$ cat config.mk
export PLATFORM = sky130hd
export DESIGN_NAME = async_serial_transceiver
export DESIGN_NICKNAME = d
export VERILOG_FILES = /design/src/design/serial_pkg.sv /design/src/design/async_serial_transceiver.sv
export SDC_FILE = /design/constraint.sdc
export NUM_CORES = 1
export LEC_CHECK = 0
export ABC_AREA = 1
export BUFFER_PORTS_ARGS = -buffer_cell sky130_fd_sc_hd__buf_2
export CAP_MARGIN = 20
export CORE_ASPECT_RATIO = 1.2
export CORE_MARGIN = 4
export CORE_UTILIZATION = 56
export CTS_CLUSTER_DIAMETER = 40
export DETAILED_ROUTE_END_ITERATION = 6
export PLACE_DENSITY = 0.77
export SKIP_LAST_GASP = 1
export SLEW_MARGIN = 15
export SYNTH_ARGS = -nofsm -noshare
export SYNTH_HDL_FRONTEND = slang
export SYNTH_SLANG_ARGS = --single-unit
$ cat constraint.sdc
create_clock -name clk -period 5.05 [get_ports clk]
set_input_delay 0.505 -clock clk [delete_from_list [all_inputs] [get_ports clk]]
set_output_delay 0.505 -clock clk [all_outputs]
set_load 0.02 [all_outputs]
$ cat src/design/serial_pkg.sv
// Constants, register map and carrier types of the asynchronous serial transceiver.
// Assumes a 32-bit AXI4-Lite register bus with byte addresses and one clock.

package serial_pkg;

	// ****************************************
	// Register map
	// ****************************************
	localparam int             ADDR_W       = 8;
	localparam logic [5:0]     DIVISOR_IDX  = 6'h09;
	localparam logic [5:0]     CONTROL_IDX  = 6'h0A;
	localparam logic [5:0]     STATUS_IDX   = 6'h0B;
	localparam logic [5:0]     DATA_IDX     = 6'h0C;
	localparam logic [7:0]     DIVISOR_ADDR = {DIVISOR_IDX, 2'h0};
	localparam logic [7:0]     CONTROL_ADDR = {CONTROL_IDX, 2'h0};
	localparam logic [7:0]     STATUS_ADDR  = {STATUS_IDX, 2'h0};
	localparam logic [7:0]     DATA_ADDR    = {DATA_IDX, 2'h0};

	// ****************************************
	// Reset values and field positions
	// ****************************************
	localparam logic [7:0]     CONTROL_RST    = 8'h00;
	localparam logic [7:0]     DIVISOR_RST    = 8'h00;
	localparam logic           HOLD_EMPTY_RST = 1'h1;
	localparam int             STATUS_TXC_BIT = 6;
	localparam logic [1:0]     RESP_OKAY      = 2'h0;
	localparam logic [1:0]     RESP_SLVERR    = 2'h2;

	// ****************************************
	// Timing counts
	// ****************************************
	localparam logic [3:0]     SAMPLE_LAST   = 4'hF;
	localparam logic [4:0]     SAMPLE_FIRST  = 5'h01;
	localparam logic [4:0]     SAMPLE_VOTE_A = 5'h08;
	localparam logic [4:0]     SAMPLE_VOTE_B = 5'h09;
	localparam logic [4:0]     SAMPLE_VOTE_C = 5'h0A;
	localparam logic [4:0]     SAMPLE_WRAP   = 5'h10;
	localparam logic [3:0]     FRAME_BITS_8  = 4'hA;
	localparam logic [3:0]     FRAME_BITS_9  = 4'hB;
	localparam logic [3:0]     STOP_INDEX_8  = 4'h9;
	localparam logic [3:0]     STOP_INDEX_9  = 4'hA;

	// ****************************************
	// Carrier types
	// ****************************************
	typedef struct packed {
		logic rxIrqEn;
		logic txIrqEn;
		logic emptyIrqEn;
		logic rxEnable;
		logic txEnable;
		logic nineBit;
		logic ninthRx;
		logic ninthTx;
	} control_t;

	typedef struct packed {
		logic       rxComplete;
		logic       txComplete;
		logic       holdEmpty;
		logic       framingErr;
		logic       overrun;
		logic [2:0] zero;
	} status_t;

	typedef enum {RX_IDLE, RX_BITS} rx_state_t;

endpackage

$ cat src/design/async_serial_transceiver.sv
// Full-duplex asynchronous serial transceiver with an AXI4-Lite register slave.
// Assumes one 50 MHz clock, an asynchronous active-high reset and a remote serial partner.

`timescale 1ns/100ps
`default_nettype none

// Function
// - Write after stop bit left loads shift register immediately.
// - Write during transmission waits until current stop bit is shifted out.
// - Moving holding data into shift register sets holding-empty flag.
// - Loaded frame has zero start at bit 0, one stop at top.
// - Nine-bit mode copies ninth transmit bit into shift position 9.
// - Next baud tick sends start, then data LSB first, then stop.
// - With nothing waiting, holding-empty stays set until data register written.
// - Transmit-complete sets after stop bit held one bit time, nothing waiting.
// - Transmitter enable takes the transmit pin and forces it output.
// - Receive line sampled sixteen times per bit period.
// - Idle zero sample starts detection; samples 8-10 majority one rejects.
// - Data bits take majority of samples 8, 9, 10, then shift in.
// - Stop bit majority zero sets framing error; stop one clears it.
// - Finished character goes to receive register, sets receive-complete, unless an unread one waits.
// - Data address writes holding register and reads receive register.
// - Nine-bit mode copies received ninth bit into readable field.
// - New character lost while one is unread; overrun shows after read, clears later.
// - Receiver enable takes receive pin as input; port bit keeps pull-up.
// - Reading receive data clears receive-complete; flag and enable request interrupt.
// - Transmit-complete requests interrupt; vector or written one clears it.
// - Holding-empty with enable requests interrupt, level, until data written.
// - Holding-empty flag is set by reset.
// - Nine-bit select switches both directions between eight and nine bits.
// - Clearing transmitter enable finishes shifter and waiting holding character first.
// - Sample tick is clock over divisor plus one; bit rate sixteenth.
module async_serial_transceiver
	import serial_pkg::*;
(
	// Clock and reset.
	input  wire logic              clk,
	input  wire logic              rst,
	// AXI4-Lite write channels.
	input  wire logic [ADDR_W-1:0] awaddr,
	input  wire logic              awvalid,
	output logic                   awready,
	input  wire logic [31:0]       wdata,
	input  wire logic [3:0]        wstrb,
	input  wire logic              wvalid,
	output logic                   wready,
	output logic [1:0]             bresp,
	output logic                   bvalid,
	input  wire logic              bready,
	// AXI4-Lite read channels.
	input  wire logic [ADDR_W-1:0] araddr,
	input  wire logic              arvalid,
	output logic                   arready,
	output logic [31:0]            rdata,
	output logic [1:0]             rresp,
	output logic                   rvalid,
	input  wire logic              rready,
	// General port bits for the two shared pins.
	input  wire logic              gpioTxOut,
	input  wire logic              gpioTxDir,
	input  wire logic              gpioRxOut,
	input  wire logic              gpioRxDir,
	// Shared pins.
	output logic                   txPinOut,
	output logic                   txPinOe,
	input  wire logic              rxPinIn,
	output logic                   rxPinOut,
	output logic                   rxPinOe,
	output logic                   rxPullupEn,
	// Interrupt requests and vector acknowledge.
	input  wire logic              txVectorAck,
	output logic                   rxIrq,
	output logic                   txIrq,
	output logic                   emptyIrq
);

	// ****************************************
	// Register bus slave
	// ****************************************
	logic [ADDR_W-1:0] awAddr_ff;
	logic              awHeld_ff;
	logic [7:0]        wData_ff;
	logic              wLane_ff;
	logic              wHeld_ff;
	logic              bvalid_ff;
	logic [1:0]        bresp_ff;
	logic              rvalid_ff;
	logic [31:0]       rdata_ff;
	logic [1:0]        rresp_ff;
	control_t          ctrl_ff;
	logic [7:0]        divisor_ff;
	status_t           status;
	logic [7:0]        readByte;
	logic [8:0]        rxShift_ff;
	logic [7:0]        rxData_ff;
	logic              rxXfer;

	wire writeGo  = awHeld_ff & wHeld_ff;
	wire wrHit    = (awAddr_ff == DIVISOR_ADDR) | (awAddr_ff == CONTROL_ADDR) |
	                (awAddr_ff == STATUS_ADDR) | (awAddr_ff == DATA_ADDR);
	wire wrLane   = writeGo & wLane_ff;
	wire wrDiv    = wrLane & (awAddr_ff == DIVISOR_ADDR);
	wire wrCtrl   = wrLane & (awAddr_ff == CONTROL_ADDR);
	wire wrTxcOne = wrLane & (awAddr_ff == STATUS_ADDR) & wData_ff[STATUS_TXC_BIT];
	wire wrData   = wrLane & (awAddr_ff == DATA_ADDR);
	wire arFire   = arvalid & arready;
	wire rdHit    = (araddr == DIVISOR_ADDR) | (araddr == CONTROL_ADDR) |
	                (araddr == STATUS_ADDR) | (araddr == DATA_ADDR);
	wire rdData   = arFire & (araddr == DATA_ADDR);

	assign awready = ~awHeld_ff & ~bvalid_ff;
	assign wready  = ~wHeld_ff & ~bvalid_ff;
	assign arready = ~rvalid_ff;
	assign bvalid  = bvalid_ff;
	assign bresp   = bresp_ff;
	assign rvalid  = rvalid_ff;
	assign rdata   = rdata_ff;
	assign rresp   = rresp_ff;

	always_ff @(posedge clk or posedge rst) begin
		if (rst) begin
			awHeld_ff <= 1'h0;
			awAddr_ff <= '0;
			wHeld_ff  <= 1'h0;
			wData_ff  <= 8'h00;
			wLane_ff  <= 1'h0;
		end else if (writeGo) begin
			awHeld_ff <= 1'h0;
			wHeld_ff  <= 1'h0;
		end else begin
			if (awvalid & awready) begin
				awHeld_ff <= 1'h1;
				awAddr_ff <= awaddr;
			end
			if (wvalid & wready) begin
				wHeld_ff <= 1'h1;
				wData_ff <= wdata[7:0];
				wLane_ff <= wstrb[0];
			end
		end
	end

	always_ff @(posedge clk or posedge rst) begin
		if (rst) begin
			bvalid_ff <= 1'h0;
			bresp_ff  <= RESP_OKAY;
		end else if (writeGo) begin
			bvalid_ff <= 1'h1;
			bresp_ff  <= wrHit ? RESP_OKAY : RESP_SLVERR;
		end else if (bready) begin
			bvalid_ff <= 1'h0;
		end
	end

	assign readByte = (araddr == DIVISOR_ADDR) ? divisor_ff :
	                  (araddr == CONTROL_ADDR) ? {ctrl_ff[7:1], 1'h0} :
	                  (araddr == STATUS_ADDR)  ? status :
	                  (araddr == DATA_ADDR)    ? rxData_ff : 8'h00;

	always_ff @(posedge clk or posedge rst) begin
		if (rst) begin
			rvalid_ff <= 1'h0;
			rdata_ff  <= 32'h0000_0000;
			rresp_ff  <= RESP_OKAY;
		end else if (arFire) begin
			rvalid_ff <= 1'h1;
			rdata_ff  <= {24'h00_0000, readByte};
			rresp_ff  <= rdHit ? RESP_OKAY : RESP_SLVERR;
		end else if (rready) begin
			rvalid_ff <= 1'h0;
		end
	end

	always_ff @(posedge clk or posedge rst) begin
		if (rst) begin
			ctrl_ff    <= CONTROL_RST;
			divisor_ff <= DIVISOR_RST;
		end else begin
			if (wrCtrl) begin
				ctrl_ff <= {wData_ff[7:2], ctrl_ff.ninthRx, wData_ff[0]};
			end
			if (rxXfer & ctrl_ff.nineBit) begin
				ctrl_ff.ninthRx <= rxShift_ff[8];
			end
			if (wrDiv) begin
				divisor_ff <= wData_ff;
			end
		end
	end

	// ****************************************
	// Rate generator
	// ****************************************
	logic [7:0] divCnt_ff;
	logic [3:0] subCnt_ff;

	wire sampleTick = (divCnt_ff == divisor_ff);
	wire baudTick   = sampleTick & (subCnt_ff == SAMPLE_LAST);

	always_ff @(posedge clk or posedge rst) begin
		if (rst) begin
			divCnt_ff <= 8'h00;
			subCnt_ff <= 4'h0;
		end else begin
			divCnt_ff <= sampleTick ? 8'h00 : divCnt_ff + 8'h01;
			subCnt_ff <= sampleTick ? subCnt_ff + 4'h1 : subCnt_ff;
		end
	end

	// ****************************************
	// Transmitter
	// ****************************************
	logic [7:0]  holdData_ff;
	logic        holdNine_ff;
	logic        holdEmpty_ff;
	logic [10:0] txShift_ff;
	logic [3:0]  txLeft_ff;
	logic        txBusy_ff;
	logic        txLine_ff;
	logic        txc_ff;

	wire txIdleLoad = ~txBusy_ff & ~holdEmpty_ff & ctrl_ff.txEnable;
	// Busy shifter ends its stop bit
	wire txDone     = txBusy_ff & baudTick & (txLeft_ff == 4'h0);
	wire txLoad     = txIdleLoad | (txDone & ~holdEmpty_ff);
	wire [10:0] txFrame = ctrl_ff.nineBit ? {1'h1, holdNine_ff, holdData_ff, 1'h0}
	                                      : {2'h3, holdData_ff, 1'h0};

	always_ff @(posedge clk or posedge rst) begin
		if (rst) begin
			holdData_ff <= 8'h00;
			holdNine_ff <= 1'h0;
		end else if (wrData) begin
			holdData_ff <= wData_ff;
			holdNine_ff <= ctrl_ff.ninthTx;
		end
	end

	always_ff @(posedge clk or posedge rst) begin
		if (rst) begin
			holdEmpty_ff <= HOLD_EMPTY_RST;
		end else if (wrData) begin
			holdEmpty_ff <= 1'h0;
		end else if (txLoad) begin
			holdEmpty_ff <= 1'h1;
		end
	end

	always_ff @(posedge clk or posedge rst) begin
		if (rst) begin
			txShift_ff <= 11'h7FF;
			txLeft_ff  <= 4'h0;
			txBusy_ff  <= 1'h0;
			txLine_ff  <= 1'h1;
		end else if (txLoad) begin
			txShift_ff <= txFrame;
			txLeft_ff  <= ctrl_ff.nineBit ? FRAME_BITS_9 : FRAME_BITS_8;
			txBusy_ff  <= 1'h1;
		end else if (txDone) begin
			txBusy_ff <= 1'h0;
		end else if (txBusy_ff & baudTick) begin
			txLine_ff  <= txShift_ff[0];
			txShift_ff <= {1'h1, txShift_ff[10:1]};
			txLeft_ff  <= txLeft_ff - 4'h1;
		end
	end

	always_ff @(posedge clk or posedge rst) begin
		if (rst) begin
			txc_ff <= 1'h0;
		end else if (txDone & holdEmpty_ff & ~wrData) begin
			// Stop bit held one bit time
			txc_ff <= 1'h1;
		end else if (wrTxcOne | txVectorAck) begin
			txc_ff <= 1'h0;
		end
	end

	wire txAttached = ctrl_ff.txEnable | txBusy_ff;
	assign txPinOut = txAttached ? txLine_ff : gpioTxOut;
	assign txPinOe  = txAttached | gpioTxDir;

	// ****************************************
	// Receiver
	// ****************************************
	logic [2:0] rxSync_ff;
	logic       rxLine_ff;
	rx_state_t  rxState_ff;
	logic [4:0] smpCnt_ff;
	logic [3:0] bitIdx_ff;
	logic [1:0] votes_ff;
	logic       rxc_ff;
	logic       fe_ff;
	logic       ovPend_ff;
	logic       ov_ff;

	assign rxPinOe    = ~ctrl_ff.rxEnable & gpioRxDir;
	assign rxPinOut   = gpioRxOut;
	assign rxPullupEn = ~rxPinOe & gpioRxOut;

	always_ff @(posedge clk or posedge rst) begin
		if (rst) begin
			rxSync_ff <= 3'h7;
			rxLine_ff <= 1'h1;
		end else begin
			rxSync_ff <= {rxSync_ff[1:0], rxPinIn};
			if (rxSync_ff[1] == rxSync_ff[2]) begin
				rxLine_ff <= rxSync_ff[2];
			end
		end
	end

	wire [3:0] stopIdx  = ctrl_ff.nineBit ? STOP_INDEX_9 : STOP_INDEX_8;
	wire majority       = (votes_ff[0] & votes_ff[1]) | (rxLine_ff & (votes_ff[0] | votes_ff[1]));
	wire voteTick       = sampleTick & (rxState_ff == RX_BITS) & (smpCnt_ff == SAMPLE_VOTE_C);
	wire startReject    = voteTick & (bitIdx_ff == 4'h0) & majority;
	wire rxEnd          = voteTick & (bitIdx_ff == stopIdx);
	assign rxXfer       = rxEnd & (~rxc_ff | rdData);

	always_ff @(posedge clk or posedge rst) begin
		if (rst) begin
			rxState_ff <= RX_IDLE;
			smpCnt_ff  <= 5'h00;
			bitIdx_ff  <= 4'h0;
			votes_ff   <= 2'h0;
		end else if (~ctrl_ff.rxEnable) begin
			rxState_ff <= RX_IDLE;
		end else if (sampleTick) begin
			case (rxState_ff)
				RX_IDLE: begin
					if (~rxLine_ff) begin
						rxState_ff <= RX_BITS;
						smpCnt_ff  <= SAMPLE_FIRST + 5'h01;
						bitIdx_ff  <= 4'h0;
					end
				end
				RX_BITS: begin
					smpCnt_ff <= (smpCnt_ff == SAMPLE_WRAP) ? SAMPLE_FIRST : smpCnt_ff + 5'h01;
					if (smpCnt_ff == SAMPLE_VOTE_A) begin
						votes_ff[0] <= rxLine_ff;
					end
					if (smpCnt_ff == SAMPLE_VOTE_B) begin
						votes_ff[1] <= rxLine_ff;
					end
					if (smpCnt_ff == SAMPLE_WRAP) begin
						bitIdx_ff <= bitIdx_ff + 4'h1;
					end
					if (startReject | rxEnd) begin
						rxState_ff <= RX_IDLE;
					end
				end
				default: rxState_ff <= RX_IDLE;
			endcase
		end
	end

	always_ff @(posedge clk or posedge rst) begin
		if (rst) begin
			rxShift_ff <= 9'h000;
		end else if (voteTick & (bitIdx_ff != 4'h0) & (bitIdx_ff != stopIdx)) begin
			rxShift_ff[bitIdx_ff - 4'h1] <= majority;
		end
	end

	always_ff @(posedge clk or posedge rst) begin
		if (rst) begin
			rxData_ff <= 8'h00;
			fe_ff     <= 1'h0;
		end else if (rxXfer) begin
			rxData_ff <= rxShift_ff[7:0];
			fe_ff     <= ~majority;
		end
	end

	always_ff @(posedge clk or posedge rst) begin
		if (rst) begin
			rxc_ff <= 1'h0;
		end else if (rxXfer) begin
			rxc_ff <= 1'h1;
		end else if (rdData) begin
			rxc_ff <= 1'h0;
		end
	end

	always_ff @(posedge clk or posedge rst) begin
		if (rst) begin
			ovPend_ff <= 1'h0;
			ov_ff     <= 1'h0;
		end else if (rxXfer) begin
			ovPend_ff <= 1'h0;
			ov_ff     <= 1'h0;
		end else if (rxEnd) begin
			ovPend_ff <= 1'h1;
		end else if (rdData) begin
			ov_ff     <= ovPend_ff;
			ovPend_ff <= 1'h0;
		end
	end

	assign status = '{rxComplete: rxc_ff, txComplete: txc_ff, holdEmpty: holdEmpty_ff,
	                  framingErr: fe_ff, overrun: ov_ff, zero: 3'h0};

	// ****************************************
	// Interrupt requests
	// ****************************************
	// Receive, transmit-complete and holding-empty requests
	assign rxIrq    = rxc_ff & ctrl_ff.rxIrqEn;
	assign txIrq    = txc_ff & ctrl_ff.txIrqEn;
	assign emptyIrq = holdEmpty_ff & ctrl_ff.emptyIrqEn;
endmodule

`default_nettype wire

; Word-level counts from Yosys, hierarchy flattened
; Cells that the tools add are included.
[word_totals]
rom_bits = 0
word_cells = 220
latchBits = 0
ram_bits = 0
reg_bits = 157
mem_count = 0
out_inout_bits = 49
[op_classes]
eq_ne = 26
n_bitwise = 65
div_mod_pow = 0
n_mux = 53
multipliers = 0
n_addsub = 6
shifts = 0
n_lt_le_gt_ge = 2
n_reduce_logical = 26
[ops]
columns = operator, count
row1 = 32-bit 2-to-1 mux, 4
row2 = "8-bit by 6-bit == test with 1-bit output, second input constant", 8
row3 = 32-bit case mux with 2 select lines, 1
row4 = 8-bit 2-to-1 mux, 5
row5 = 1-bit bitwise AND, 37
row6 = 11-bit 2-to-1 mux, 3
row7 = "32-bit by 1-bit == test with 1-bit output, second input constant", 1
row8 = "32-bit by 2-bit == test with 1-bit output, second input constant", 1
row9 = 32-bit logical NOT, 1
row10 = 1-bit 2-to-1 mux, 25
row11 = 4-bit 2-to-1 mux, 5
row12 = 2-bit nonzero test, 10
row13 = "5-bit by 4-bit == test with 1-bit output, second input constant", 3
row14 = 1-bit NOT, 14
row15 = 1-bit bitwise OR, 14
row16 = 4-bit AND reduction, 3
row17 = 10-bit 2-to-1 mux, 1
row18 = 5-bit 2-to-1 mux, 2
row19 = 5-bit case mux with 2 select lines, 1
row20 = 9-bit bitwise mux, 1
row21 = "4-bit by 1-bit adder with 4-bit output, second input constant", 2
row22 = "8-bit by 1-bit adder with 8-bit output, second input constant", 1
row23 = 8-bit == test, 1
row24 = 4-bit logical NOT, 2
row25 = other kinds (21), 32

; Longest topological paths before layout
; Gate-level depths: netlist of run 1.
[logic_depth]
word_depth = 10
depth_mapped = 13
mapped_depth_nobuf = 12

; Worst setup path before layout of run 1
; No wires, ideal clock.
[synth_timing]
path_kind = input to register
start = in araddr[1]
end = reg ovPend_ff
path_buffers = 1
slack_ns = 3.381
required_time_ns = 4.937
arrival_ns = 1.556
stages = 11
cell_sequence = nor2_1 -> inv_1 -> nor3_1 -> nand2_1 -> clkinv_1 -> nand2_1 -> nand2_1 -> nand2_4 -> buf_6 -> nand2_1 -> inv_1
[synth_between]
elab_chain_cells = 5
word_cells_on_any_way = 6
[synth_lines]
columns = element, line
row1 = from (decl), async_serial_transceiver.sv:51  ; input wire logic [ADDR_W-1:0] araddr,
row2 = 8-bit by 6-bit == test with 1-bit output (*), async_serial_transceiver.sv:109  ; wire rdData = arFire & (araddr == DATA_ADDR);
row3 = 1-bit bitwise AND (*), async_serial_transceiver.sv:109
row4 = 1-bit bitwise OR, async_serial_transceiver.sv:318  ; assign rxXfer = rxEnd & (~rxc_ff | rdData);
row5 = 1-bit bitwise AND, async_serial_transceiver.sv:318
row6 = 3-bit nonzero test (no source line) / 1-bit 2-to-1 mux (equally long branches), --
row7 = to (signal assigned), async_serial_transceiver.sv:387  ; ovPend_ff <= 1'h0;
row8 = to (signal assigned), async_serial_transceiver.sv:390  ; ovPend_ff <= 1'h0;
row9 = to (signal assigned), async_serial_transceiver.sv:393  ; ovPend_ff <= 1'h1;
row10 = to (decl), async_serial_transceiver.sv:294  ; logic ovPend_ff;
; Mark *: on every way between the ends. The rest lies on a longest branch, timed or not.
; A chain may end at the register's enable or synchronous reset.

; Worst setup path in the final report of run 1
[layout_timing]
start = reg divisor_ff[6]
end = reg txLeft_ff[0]
[layout_between]
elab_chain_cells = 8
word_cells_on_any_way = 10
[layout_lines]
columns = element, line
row1 = from (decl), async_serial_transceiver.sv:91  ; logic [7:0] divisor_ff;
row2 = from (signal assigned), async_serial_transceiver.sv:186  ; divisor_ff <= wData_ff;
row3 = 8-bit == test (*), async_serial_transceiver.sv:197  ; wire sampleTick = (divCnt_ff == divisor_ff);
row4 = 1-bit bitwise AND (*), async_serial_transceiver.sv:198  ; wire baudTick = sampleTick & (subCnt_ff == SAMPLE_LAST);
row5 = 1-bit bitwise AND (*), "async_serial_transceiver.sv:224, async_serial_transceiver.sv:261"
row6 = 1-bit bitwise AND, async_serial_transceiver.sv:224  ; wire txDone = txBusy_ff & baudTick & (txLeft_ff == 4'h0);
row7 = 1-bit bitwise AND, async_serial_transceiver.sv:225  ; wire txLoad = txIdleLoad | (txDone & ~holdEmpty_ff);
row8 = 1-bit bitwise OR, async_serial_transceiver.sv:225
row9 = 2-bit by 1-bit inequality test with 1-bit output (no source line) / 2-bit nonzero test (equally long branches), --
row10 = 2-bit AND reduction (no source line), --
row11 = to (signal assigned), async_serial_transceiver.sv:257  ; txLeft_ff <= ctrl_ff.nineBit ? FRAME_BITS_9 : FRAME_BITS_8;
row12 = to (signal assigned), async_serial_transceiver.sv:264  ; txLeft_ff <= txLeft_ff - 4'h1;
row13 = to (decl), async_serial_transceiver.sv:217  ; logic [3:0] txLeft_ff;
; Marks and branches as above.

==> impl_metrics.xml, run 1 <==
<?xml version="1.0" encoding="UTF-8"?>
<metrics>
  <group name="logic_synthesis">
    <metric name="netlist_top_cells_area" unit="">dfrtp_1 (43%), nand2_1 (11%), dfstp_2 (6.7%), inv_1 (5.9%), nand3_1 (5.7%)</metric>
    <metric name="syn_area" unit="sq um">6289</metric>
    <metric name="synth.ff_latch_count" unit="">123</metric>
    <metric name="postSynthCellCount" unit="">753</metric>
    <metric name="yosys.area.top_type_share" unit="%">42.58</metric>
    <metric name="ys.flop_type" unit="">dfrtp_1</metric>
    <metric name="ys_types" unit="">49</metric>
    <metric name="synth-edff-count" unit="">0</metric>
    <metric name="synth-async-reset-ratio" unit="%">100.0</metric>
    <metric name="synth_sequential_area_ratio" unit="%">49.26</metric>
    <metric name="synth-warning-count" unit="">0</metric>
    <metric name="synth.avg_cell_area" unit="sq um">8.351</metric>
    <metric name="synth_top_area_cell" unit="">dfrtp_1</metric>
  </group>
  <group name="clock_tree">
    <metric name="cts-hold-fix-buffers" unit="">0</metric>
    <metric name="cts_inserted_buffers" unit="">17</metric>
    <metric name="sinks_on_the_clock_net" unit="">123</metric>
    <metric name="cts_root_buf" unit="">clkbuf_16</metric>
    <metric name="h-tree-depth" unit="">4</metric>
    <metric name="clk_pin_slew_worst_paths" unit="ns">0.06</metric>
    <metric name="clk_path_buf_depth" unit="">2</metric>
    <metric name="cts-resized-gates" unit="">0</metric>
    <metric name="cts_tree" unit="">done</metric>
    <metric name="setup_buffers_after_cts" unit="">0</metric>
    <metric name="worstSkewPairLatency" unit="ns">0.42</metric>
  </group>
  <group name="floorplanning">
    <metric name="dieWidth" unit="microns">104.7</metric>
    <metric name="dieArea" unit="sq um">13000</metric>
    <metric name="io_pins" unit="">114</metric>
    <metric name="die_h" unit="microns">124.1</metric>
    <metric name="core.rowCount" unit="">42</metric>
    <metric name="core_area" unit="sq um">10980</metric>
    <metric name="floorplan.initialDensity" unit="%">57.26</metric>
  </group>
  <group name="setup_path">
    <metric name="worst_ep_required" unit="ns">5.35</metric>
    <metric name="register_to_register_setup_slack" unit="ns">2.89</metric>
    <metric name="rr_startpoint" unit="">divisor_ff[6]$_DFFE_PP0P_</metric>
    <metric name="setup.worst_path.end_class" unit="">register</metric>
    <metric name="path_class" unit="">reg -&gt; reg</metric>
    <metric name="worstPathArrival" unit="ns">2.46</metric>
    <metric name="worst_setup_path_start_kind" unit="">register</metric>
    <metric name="worst_r2r_path_depth" unit="">11</metric>
    <metric name="path_max_fanout" unit="">16</metric>
    <metric name="worst_r2r_endpoint" unit="">txLeft_ff[0]$_DFFE_PP0P_</metric>
  </group>
  <group name="sta">
    <metric name="max_slew.worst_pin.slew" unit="ns">0.8399</metric>
    <metric name="final_cycle_share" unit="%">42.77</metric>
    <metric name="fin_setup_tns" unit="ns">0</metric>
    <metric name="final_critical_period" unit="ns">2.160</metric>
    <metric name="hold_slack" unit="ns">0.1838</metric>
    <metric name="unrepaired_setup_endpoints_after_global_routing" unit="">no</metric>
    <metric name="final_max_slew_viol_count" unit="">0</metric>
    <metric name="final.setup_skew" unit="ns">0.006721</metric>
    <metric name="slew_headroom" unit="%">44.01</metric>
    <metric name="worst_slack" unit="ns">2.890</metric>
    <metric name="maxClockFrequency" unit="MHz">463.0</metric>
    <metric name="timing.final.hold_violations" unit="">0</metric>
    <metric name="number_of_failing_setup_endpoints_in_the_final_timing_report" unit="">0</metric>
  </group>
  <group name="global_route">
    <metric name="pin_count_of_the_biggest_net_entering_global_routing" unit="">69</metric>
    <metric name="number_of_antenna_violations_at_the_first_check_in_global_routing" unit="">0</metric>
    <metric name="global_route.overflow_total" unit="">0</metric>
    <metric name="grt_first_pass_wirelength" unit="microns">22510</metric>
    <metric name="grt_use_total" unit="%">21.80</metric>
    <metric name="grt_pass1_vias" unit="">4843</metric>
  </group>
  <group name="layout">
    <metric name="layout_common_cells" unit="">nand2_1 (187), dfrtp_1 (107), inv_1 (98), nand3_1 (72), buf_2 (60)</metric>
    <metric name="final_net_count" unit="">891</metric>
    <metric name="inserted_diodes" unit="">0</metric>
    <metric name="end_of_flow_core_utilization" unit="%">65.53</metric>
    <metric name="layout-drive-gt1-share" unit="%">18.04</metric>
    <metric name="layout_commonest_cell" unit="">nand2_1</metric>
    <metric name="fin_cells" unit="">958</metric>
    <metric name="flow.area_growth_from_synthesis" unit="%">14.44</metric>
    <metric name="fillers" unit="">868</metric>
    <metric name="final_design_area_no_fill" unit="sq um">7197</metric>
  </group>
  <group name="pwr">
    <metric name="vdd.ir_drop.worst" unit="V">0.0002716</metric>
    <metric name="total_leakage_power" unit="nW">3.677</metric>
    <metric name="powerDensity" unit="nW/um^2">459.7</metric>
    <metric name="fin_total_pwr" unit="mW">3.308</metric>
  </group>
  <group name="job">
    <metric name="max_cap_violations" unit="">0</metric>
  </group>
  <group name="route">
    <metric name="avgRoutedWirePerCell" unit="microns">14.26</metric>
    <metric name="antenna_violating_nets_post_route" unit="">0</metric>
    <metric name="remaining_drc_errors" unit="">0</metric>
    <metric name="avgViaCountPerCell" unit="">5.275</metric>
    <metric name="drtPass1Iterations" unit="">5</metric>
    <metric name="routed_wirelength" unit="microns">13660</metric>
    <metric name="dr.first_iter.drc_count" unit="">296</metric>
    <metric name="vias" unit="">5053</metric>
  </group>
  <group name="placed_design">
    <metric name="dp_hpwl" unit="microns">9320</metric>
    <metric name="routabilityCongestion" unit="">0.8259</metric>
    <metric name="placed_cells_incl_taps" unit="">926</metric>
    <metric name="dp_slack" unit="ns">2.930</metric>
    <metric name="buffer_ports.inserted" unit="">60</metric>
    <metric name="placement.cell_area" unit="sq um">6550</metric>
  </group>
  <group name="worst_hold_path">
    <metric name="hold_crit_class" unit="">in -&gt; reg</metric>
    <metric name="hold-path-cell-count" unit="">1</metric>
    <metric name="hp-start" unit="">rxPinIn</metric>
    <metric name="hold_end" unit="">rxSync_ff[0]$_DFF_PP1_</metric>
  </group>
  <group name="run_status">
    <metric name="run_status" unit="">finished, final reports clean</metric>
  </group>
</metrics>
-- cell type report --
type,count,area (sq um),area share (%)
clock inverters,10,162.7,2.260
repair buffers,61,307.8,4.277
clock buffers,22,484.2,6.728
flip-flops and latches,123,3098,43.05
well taps,132,165.2,2.295
multi-input cells,501,2562,35.61
inverters,109,416.7,5.789
-- worst max-delay path, cell delays in order (launching register included) --
cell and delay, ns:
dfrtp_1 0.41, inv_1 0.08, nand2_1 0.06, nand2_1 0.05
nor2_1 0.13, nand2_2 0.10, nor2_8 0.28, nand2_1 0.11
inv_1 0.29, nand2_2 0.27, nand3_1 0.16, nand3_1 0.08
-- Yosys cell counts, types with 3 or more instances --
cell,n
dfstp_2,16
o21ai_2,12
xor2_1,5
o21ai_1,4
buf_6,4
ha_1,13
nand2_4,3
clkbuf_1,8
xnor2_1,3
inv_2,5
inv_1,99
a21oi_1,22
mux2_2,5
nand4_1,19
nand2_1,187
clkinv_1,4
nor2_1,43
o21ai_0,44
buf_4,27
nor3_1,11
nand2_2,3
nand3_1,72
dfrtp_1,107
nor2_4,3
buf_2,5
-- sequential cells by signal, indices dropped and copies added (netlist names), 2 cells and up --
name	cells
divisor_ff	8
txShift_ff	10
rdata	8
rxShift_ff	9
txLeft_ff	4
ctrl_ff	8
subCnt_ff	4
smpCnt_ff	5
votes_ff	2
awAddr_ff	8
divCnt_ff	8
wData_ff	8
rxSync_ff	3
rxData_ff	8
holdData_ff	8
bitIdx_ff	4
-- routing by layer --
metal  wire length (microns)  track usage [%]  vias up
met1                    5610            25.24     2428
met5                       0                0        -
li1                        -                -     2485
met2                    7283            39.53      116
met3                     479            4.821       24
met4                     286            8.614        0
-- worst max path at each step --
stage	startpoint	to	slack, ns	cells past startpoint
finish	divisor_ff[6]$_DFFE_PP0P_	txLeft_ff[0]$_DFFE_PP0P_	2.89	11
global route	divisor_ff[6]$_DFFE_PP0P_	txLine_ff$_DFFE_PP1P_	2.67	11
CTS	divCnt_ff[4]$_DFF_PP0_	txLeft_ff[0]$_DFFE_PP0P_	2.90	11
detailed placement	divCnt_ff[4]$_DFF_PP0_	txLeft_ff[0]$_DFFE_PP0P_	2.93	11
global placement	divisor_ff[4]$_DFFE_PP0P_	txLeft_ff[0]$_DFFE_PP0P_	2.98	11
floorplan	rst	awAddr_ff[0]$_DFFE_PP0P_	1.30	1
-- report_power, final --
part           leakage (nW)  switching [mW]  internal (mW)
clock                 0.312           0.432          0.877
combinational          1.80           0.511          0.218
sequential             1.57           0.116           1.15
-- kinds of logic (layout without fill, tap and decap cells) --
family	Yosys count	in the layout	share of synthesized area, %
and+or+nand+nor	352	352	25.37
buffers and inverters	154	202	11.48
DFF	123	123	49.26
AOI/OAI and AO/OA	96	96	9.073
adders and majority gates	14	14	2.746
xor gates and xnor gates	8	8	1.114
muxes	5	5	0.8953
other	1	26	0.05963
Power figures use the tool's default switching activity.
==> inputs of run 2 (changes only) <==
CORE_UTILIZATION = 51   (was 56)
PLACE_DENSITY = 0.74   (was 0.77)
clock period = 1.8 ns   (was 5.05 ns; I/O delays follow)
==> impl_metrics.xml, run 2 (synthesis gave the netlist of run 1 again) <==
<?xml version="1.0" encoding="UTF-8"?>
<metrics>
  <group name="floorplanning">
    <metric name="io_pins" unit="">114</metric>
    <metric name="core.rowCount" unit="">44</metric>
    <metric name="dieArea" unit="sq um">14180</metric>
    <metric name="floorplan.initialDensity" unit="%">51.92</metric>
    <metric name="core_area" unit="sq um">12110</metric>
    <metric name="dieWidth" unit="microns">109.4</metric>
    <metric name="die_h" unit="microns">129.6</metric>
  </group>
  <group name="sta">
    <metric name="maxClockFrequency" unit="MHz">562.5</metric>
    <metric name="timing.final.hold_violations" unit="">0</metric>
    <metric name="final_cycle_share" unit="%">98.77</metric>
    <metric name="unrepaired_setup_endpoints_after_global_routing" unit="">yes</metric>
    <metric name="final_critical_period" unit="ns">1.778</metric>
    <metric name="slew_headroom" unit="%">62.56</metric>
    <metric name="number_of_failing_setup_endpoints_in_the_final_timing_report" unit="">0</metric>
    <metric name="max_slew.worst_pin.slew" unit="ns">0.5604</metric>
    <metric name="final.setup_skew" unit="ns">0.006481</metric>
    <metric name="final_max_slew_viol_count" unit="">0</metric>
    <metric name="fin_setup_tns" unit="ns">0</metric>
  </group>
  <group name="setup_path">
    <metric name="path_class" unit="">reg -&gt; reg</metric>
    <metric name="worst_ep_required" unit="ns">2.11</metric>
    <metric name="worstPathArrival" unit="ns">2.09</metric>
    <metric name="path_max_fanout" unit="">19</metric>
    <metric name="crit_start" unit="">divisor_ff[1]$_DFFE_PP0P_</metric>
    <metric name="worst_setup_path_start_kind" unit="">register</metric>
    <metric name="setup.worst_path.end_class" unit="">register</metric>
    <metric name="rr_startpoint" unit="">divisor_ff[1]$_DFFE_PP0P_</metric>
  </group>
  <group name="route">
    <metric name="antenna_violating_nets_post_route" unit="">0</metric>
    <metric name="drtPass1Iterations" unit="">5</metric>
    <metric name="avgRoutedWirePerCell" unit="microns">13.26</metric>
    <metric name="dr.first_iter.drc_count" unit="">253</metric>
    <metric name="vias" unit="">5140</metric>
    <metric name="remaining_drc_errors" unit="">0</metric>
    <metric name="routed_wirelength" unit="microns">13710</metric>
    <metric name="avgViaCountPerCell" unit="">4.971</metric>
  </group>
  <group name="clock_tree">
    <metric name="sinks_on_the_clock_net" unit="">123</metric>
    <metric name="clk_path_buf_depth" unit="">2</metric>
    <metric name="h-tree-depth" unit="">4</metric>
    <metric name="worstSkewPairLatency" unit="ns">0.42</metric>
    <metric name="clk_pin_slew_worst_paths" unit="ns">0.06</metric>
    <metric name="cts_root_buf" unit="">clkbuf_16</metric>
    <metric name="cts_inserted_buffers" unit="">17</metric>
    <metric name="cts_tree" unit="">done</metric>
  </group>
  <group name="pwr">
    <metric name="total_leakage_power" unit="nW">3.899</metric>
    <metric name="pwr-share-clk" unit="%">39.2</metric>
    <metric name="power.switching_fraction" unit="%">32.49</metric>
    <metric name="powerDensity" unit="nW/um^2">1243</metric>
    <metric name="net-switching-power" unit="mW">3.118</metric>
    <metric name="intPower" unit="mW">6.479</metric>
    <metric name="comb_power_share" unit="%">23.6</metric>
    <metric name="reg_power_share" unit="%">37.2</metric>
    <metric name="vdd.ir_drop.worst" unit="V">0.0006305</metric>
  </group>
  <group name="layout">
    <metric name="layout_common_cells" unit="">nand2_1 (186), dfrtp_1 (104), inv_1 (96), nand3_1 (71), buf_2 (60)</metric>
    <metric name="largest_register_ffs" unit="">10</metric>
    <metric name="flow.area_growth_from_synthesis" unit="%">22.82</metric>
    <metric name="final_design_area_no_fill" unit="sq um">7724</metric>
    <metric name="end_of_flow_core_utilization" unit="%">63.77</metric>
    <metric name="fillers" unit="">1031</metric>
    <metric name="final_net_count" unit="">938</metric>
    <metric name="layout-drive-gt1-share" unit="%">22.68</metric>
    <metric name="top_regs" unit="">txShift_ff x10, rxShift_ff x9</metric>
    <metric name="layout_commonest_cell" unit="">nand2_1</metric>
    <metric name="inserted_diodes" unit="">0</metric>
    <metric name="register_with_the_most_flip_flops" unit="">txShift_ff</metric>
  </group>
  <group name="global_route">
    <metric name="grt_pass1_vias" unit="">4971</metric>
    <metric name="grt_first_pass_wirelength" unit="microns">23040</metric>
    <metric name="global_route.overflow_total" unit="">0</metric>
    <metric name="grt_use_total" unit="%">20.83</metric>
    <metric name="number_of_antenna_violations_at_the_first_check_in_global_routing" unit="">0</metric>
    <metric name="pin_count_of_the_biggest_net_entering_global_routing" unit="">45</metric>
  </group>
  <group name="placed_design">
    <metric name="dp_hpwl" unit="microns">9804</metric>
    <metric name="routabilityCongestion" unit="">0.9225</metric>
    <metric name="buffer_ports.inserted" unit="">60</metric>
    <metric name="placement.cell_area" unit="sq um">6888</metric>
  </group>
  <group name="worst_hold_path">
    <metric name="hp-start" unit="">awaddr[5]</metric>
    <metric name="hold_crit_class" unit="">in -&gt; reg</metric>
  </group>
  <group name="run_status">
    <metric name="run_status" unit="">finished, final reports clean</metric>
  </group>
  <group name="job">
    <metric name="max_cap_violations" unit="">0</metric>
  </group>
</metrics>
[run 2: cell types whose count changed in the layout (fill, tap and decap cells not counted), sizes merged, moves of 3 or more]
cell	previous run	this run
dlygate4sd3	0	10
buf	61	97
clkinvlp	2	5
clkbuf	22	18
[run 2: power groups by stage]
stage	sequential, mW	clock (mW)	combinational, mW
finish	3.57	3.76	2.26
CTS	3.55	3.80	2.20
floorplan	3.54	0	1.63
global route	3.62	3.93	2.56
global placement	3.57	0	2.09
detailed placement	3.58	0	2.17
[run 2: final timing paths]
check,end,slack (ns),cells past startpoint
setup / recovery,rxData_ff[4]$_DFFE_PP0P_,0.02,11
hold / removal,awAddr_ff[5]$_DFFE_PP0P_,0.01,3
setup reg to reg,rxData_ff[4]$_DFFE_PP0P_,0.02,11
hold reg to reg,rxSync_ff[1]$_DFF_PP1_,0.35,0
max in group asynchronous,rxLine_ff$_DFFE_PP1N_,0.75,4
min in group asynchronous,rvalid$_DFFE_PP0P_,0.37,3
[run 2: final cells by class]
| class | instances | area (sq um) | area share (%) |
|---|---|---|---|
| Timing Repair Buffer | 107 | 719.4 | 9.315 |
| Inverter | 109 | 417.9 | 5.411 |
| Clock inverter | 14 | 216.5 | 2.803 |
| Multi-Input combinational cell | 502 | 2628 | 34.02 |
| Sequential cell | 123 | 3102 | 40.16 |
| Clock buffer | 18 | 439.2 | 5.686 |
| Tap cell | 161 | 201.4 | 2.608 |
[run 2: worst max-delay path: stages, from the launching register on]
cell and delay (ns):
dfrtp_1 0.40, inv_1 0.06, nand2_1 0.05, nand2_1 0.06, nor2_2 0.15, nand2_2 0.11
nor2_8 0.21, nand2_4 0.10, nor2_4 0.20, nand2_8 0.14, nand2_1 0.11, o21ai_2 0.05
[run 2: repair_timing]
action,4_1_cts,5_1_grt
pin swaps,0,8
buffers inserted,0,1
gates resized for setup,1,18
hold buffers,10,0
hold endpoints to repair,26,0
cloned,0,1
setup endpoints to repair,1,43
[run 2: metal layers]
metal,GRT usage (%),vias to the layer above,routed length [microns]
met5,0,-,0
met4,7.704,0,283
met3,4.933,26,535
met2,35.90,107,7214
met1,25.29,2427,5678
li1,-,2580,-
[run 2: per-stage QoR]
step / power, mW / setup WS (ns) / hold slack (ns) / cells
final: 9.597 / 0.02220 / 0.01216 / 1034
after global routing: 10.11 / -0.09382 / 0.01290 / 1034
after CTS: 9.556 / 0.03877 / 0.005753 / 1032
after detailed placement: 5.752 / 0.01267 / 0.2701 / 990
after global placement: 5.655 / 0.05084 / 0.2671 / 990
after floorplan: 5.169 / 0.1218 / 0.1845 / 778
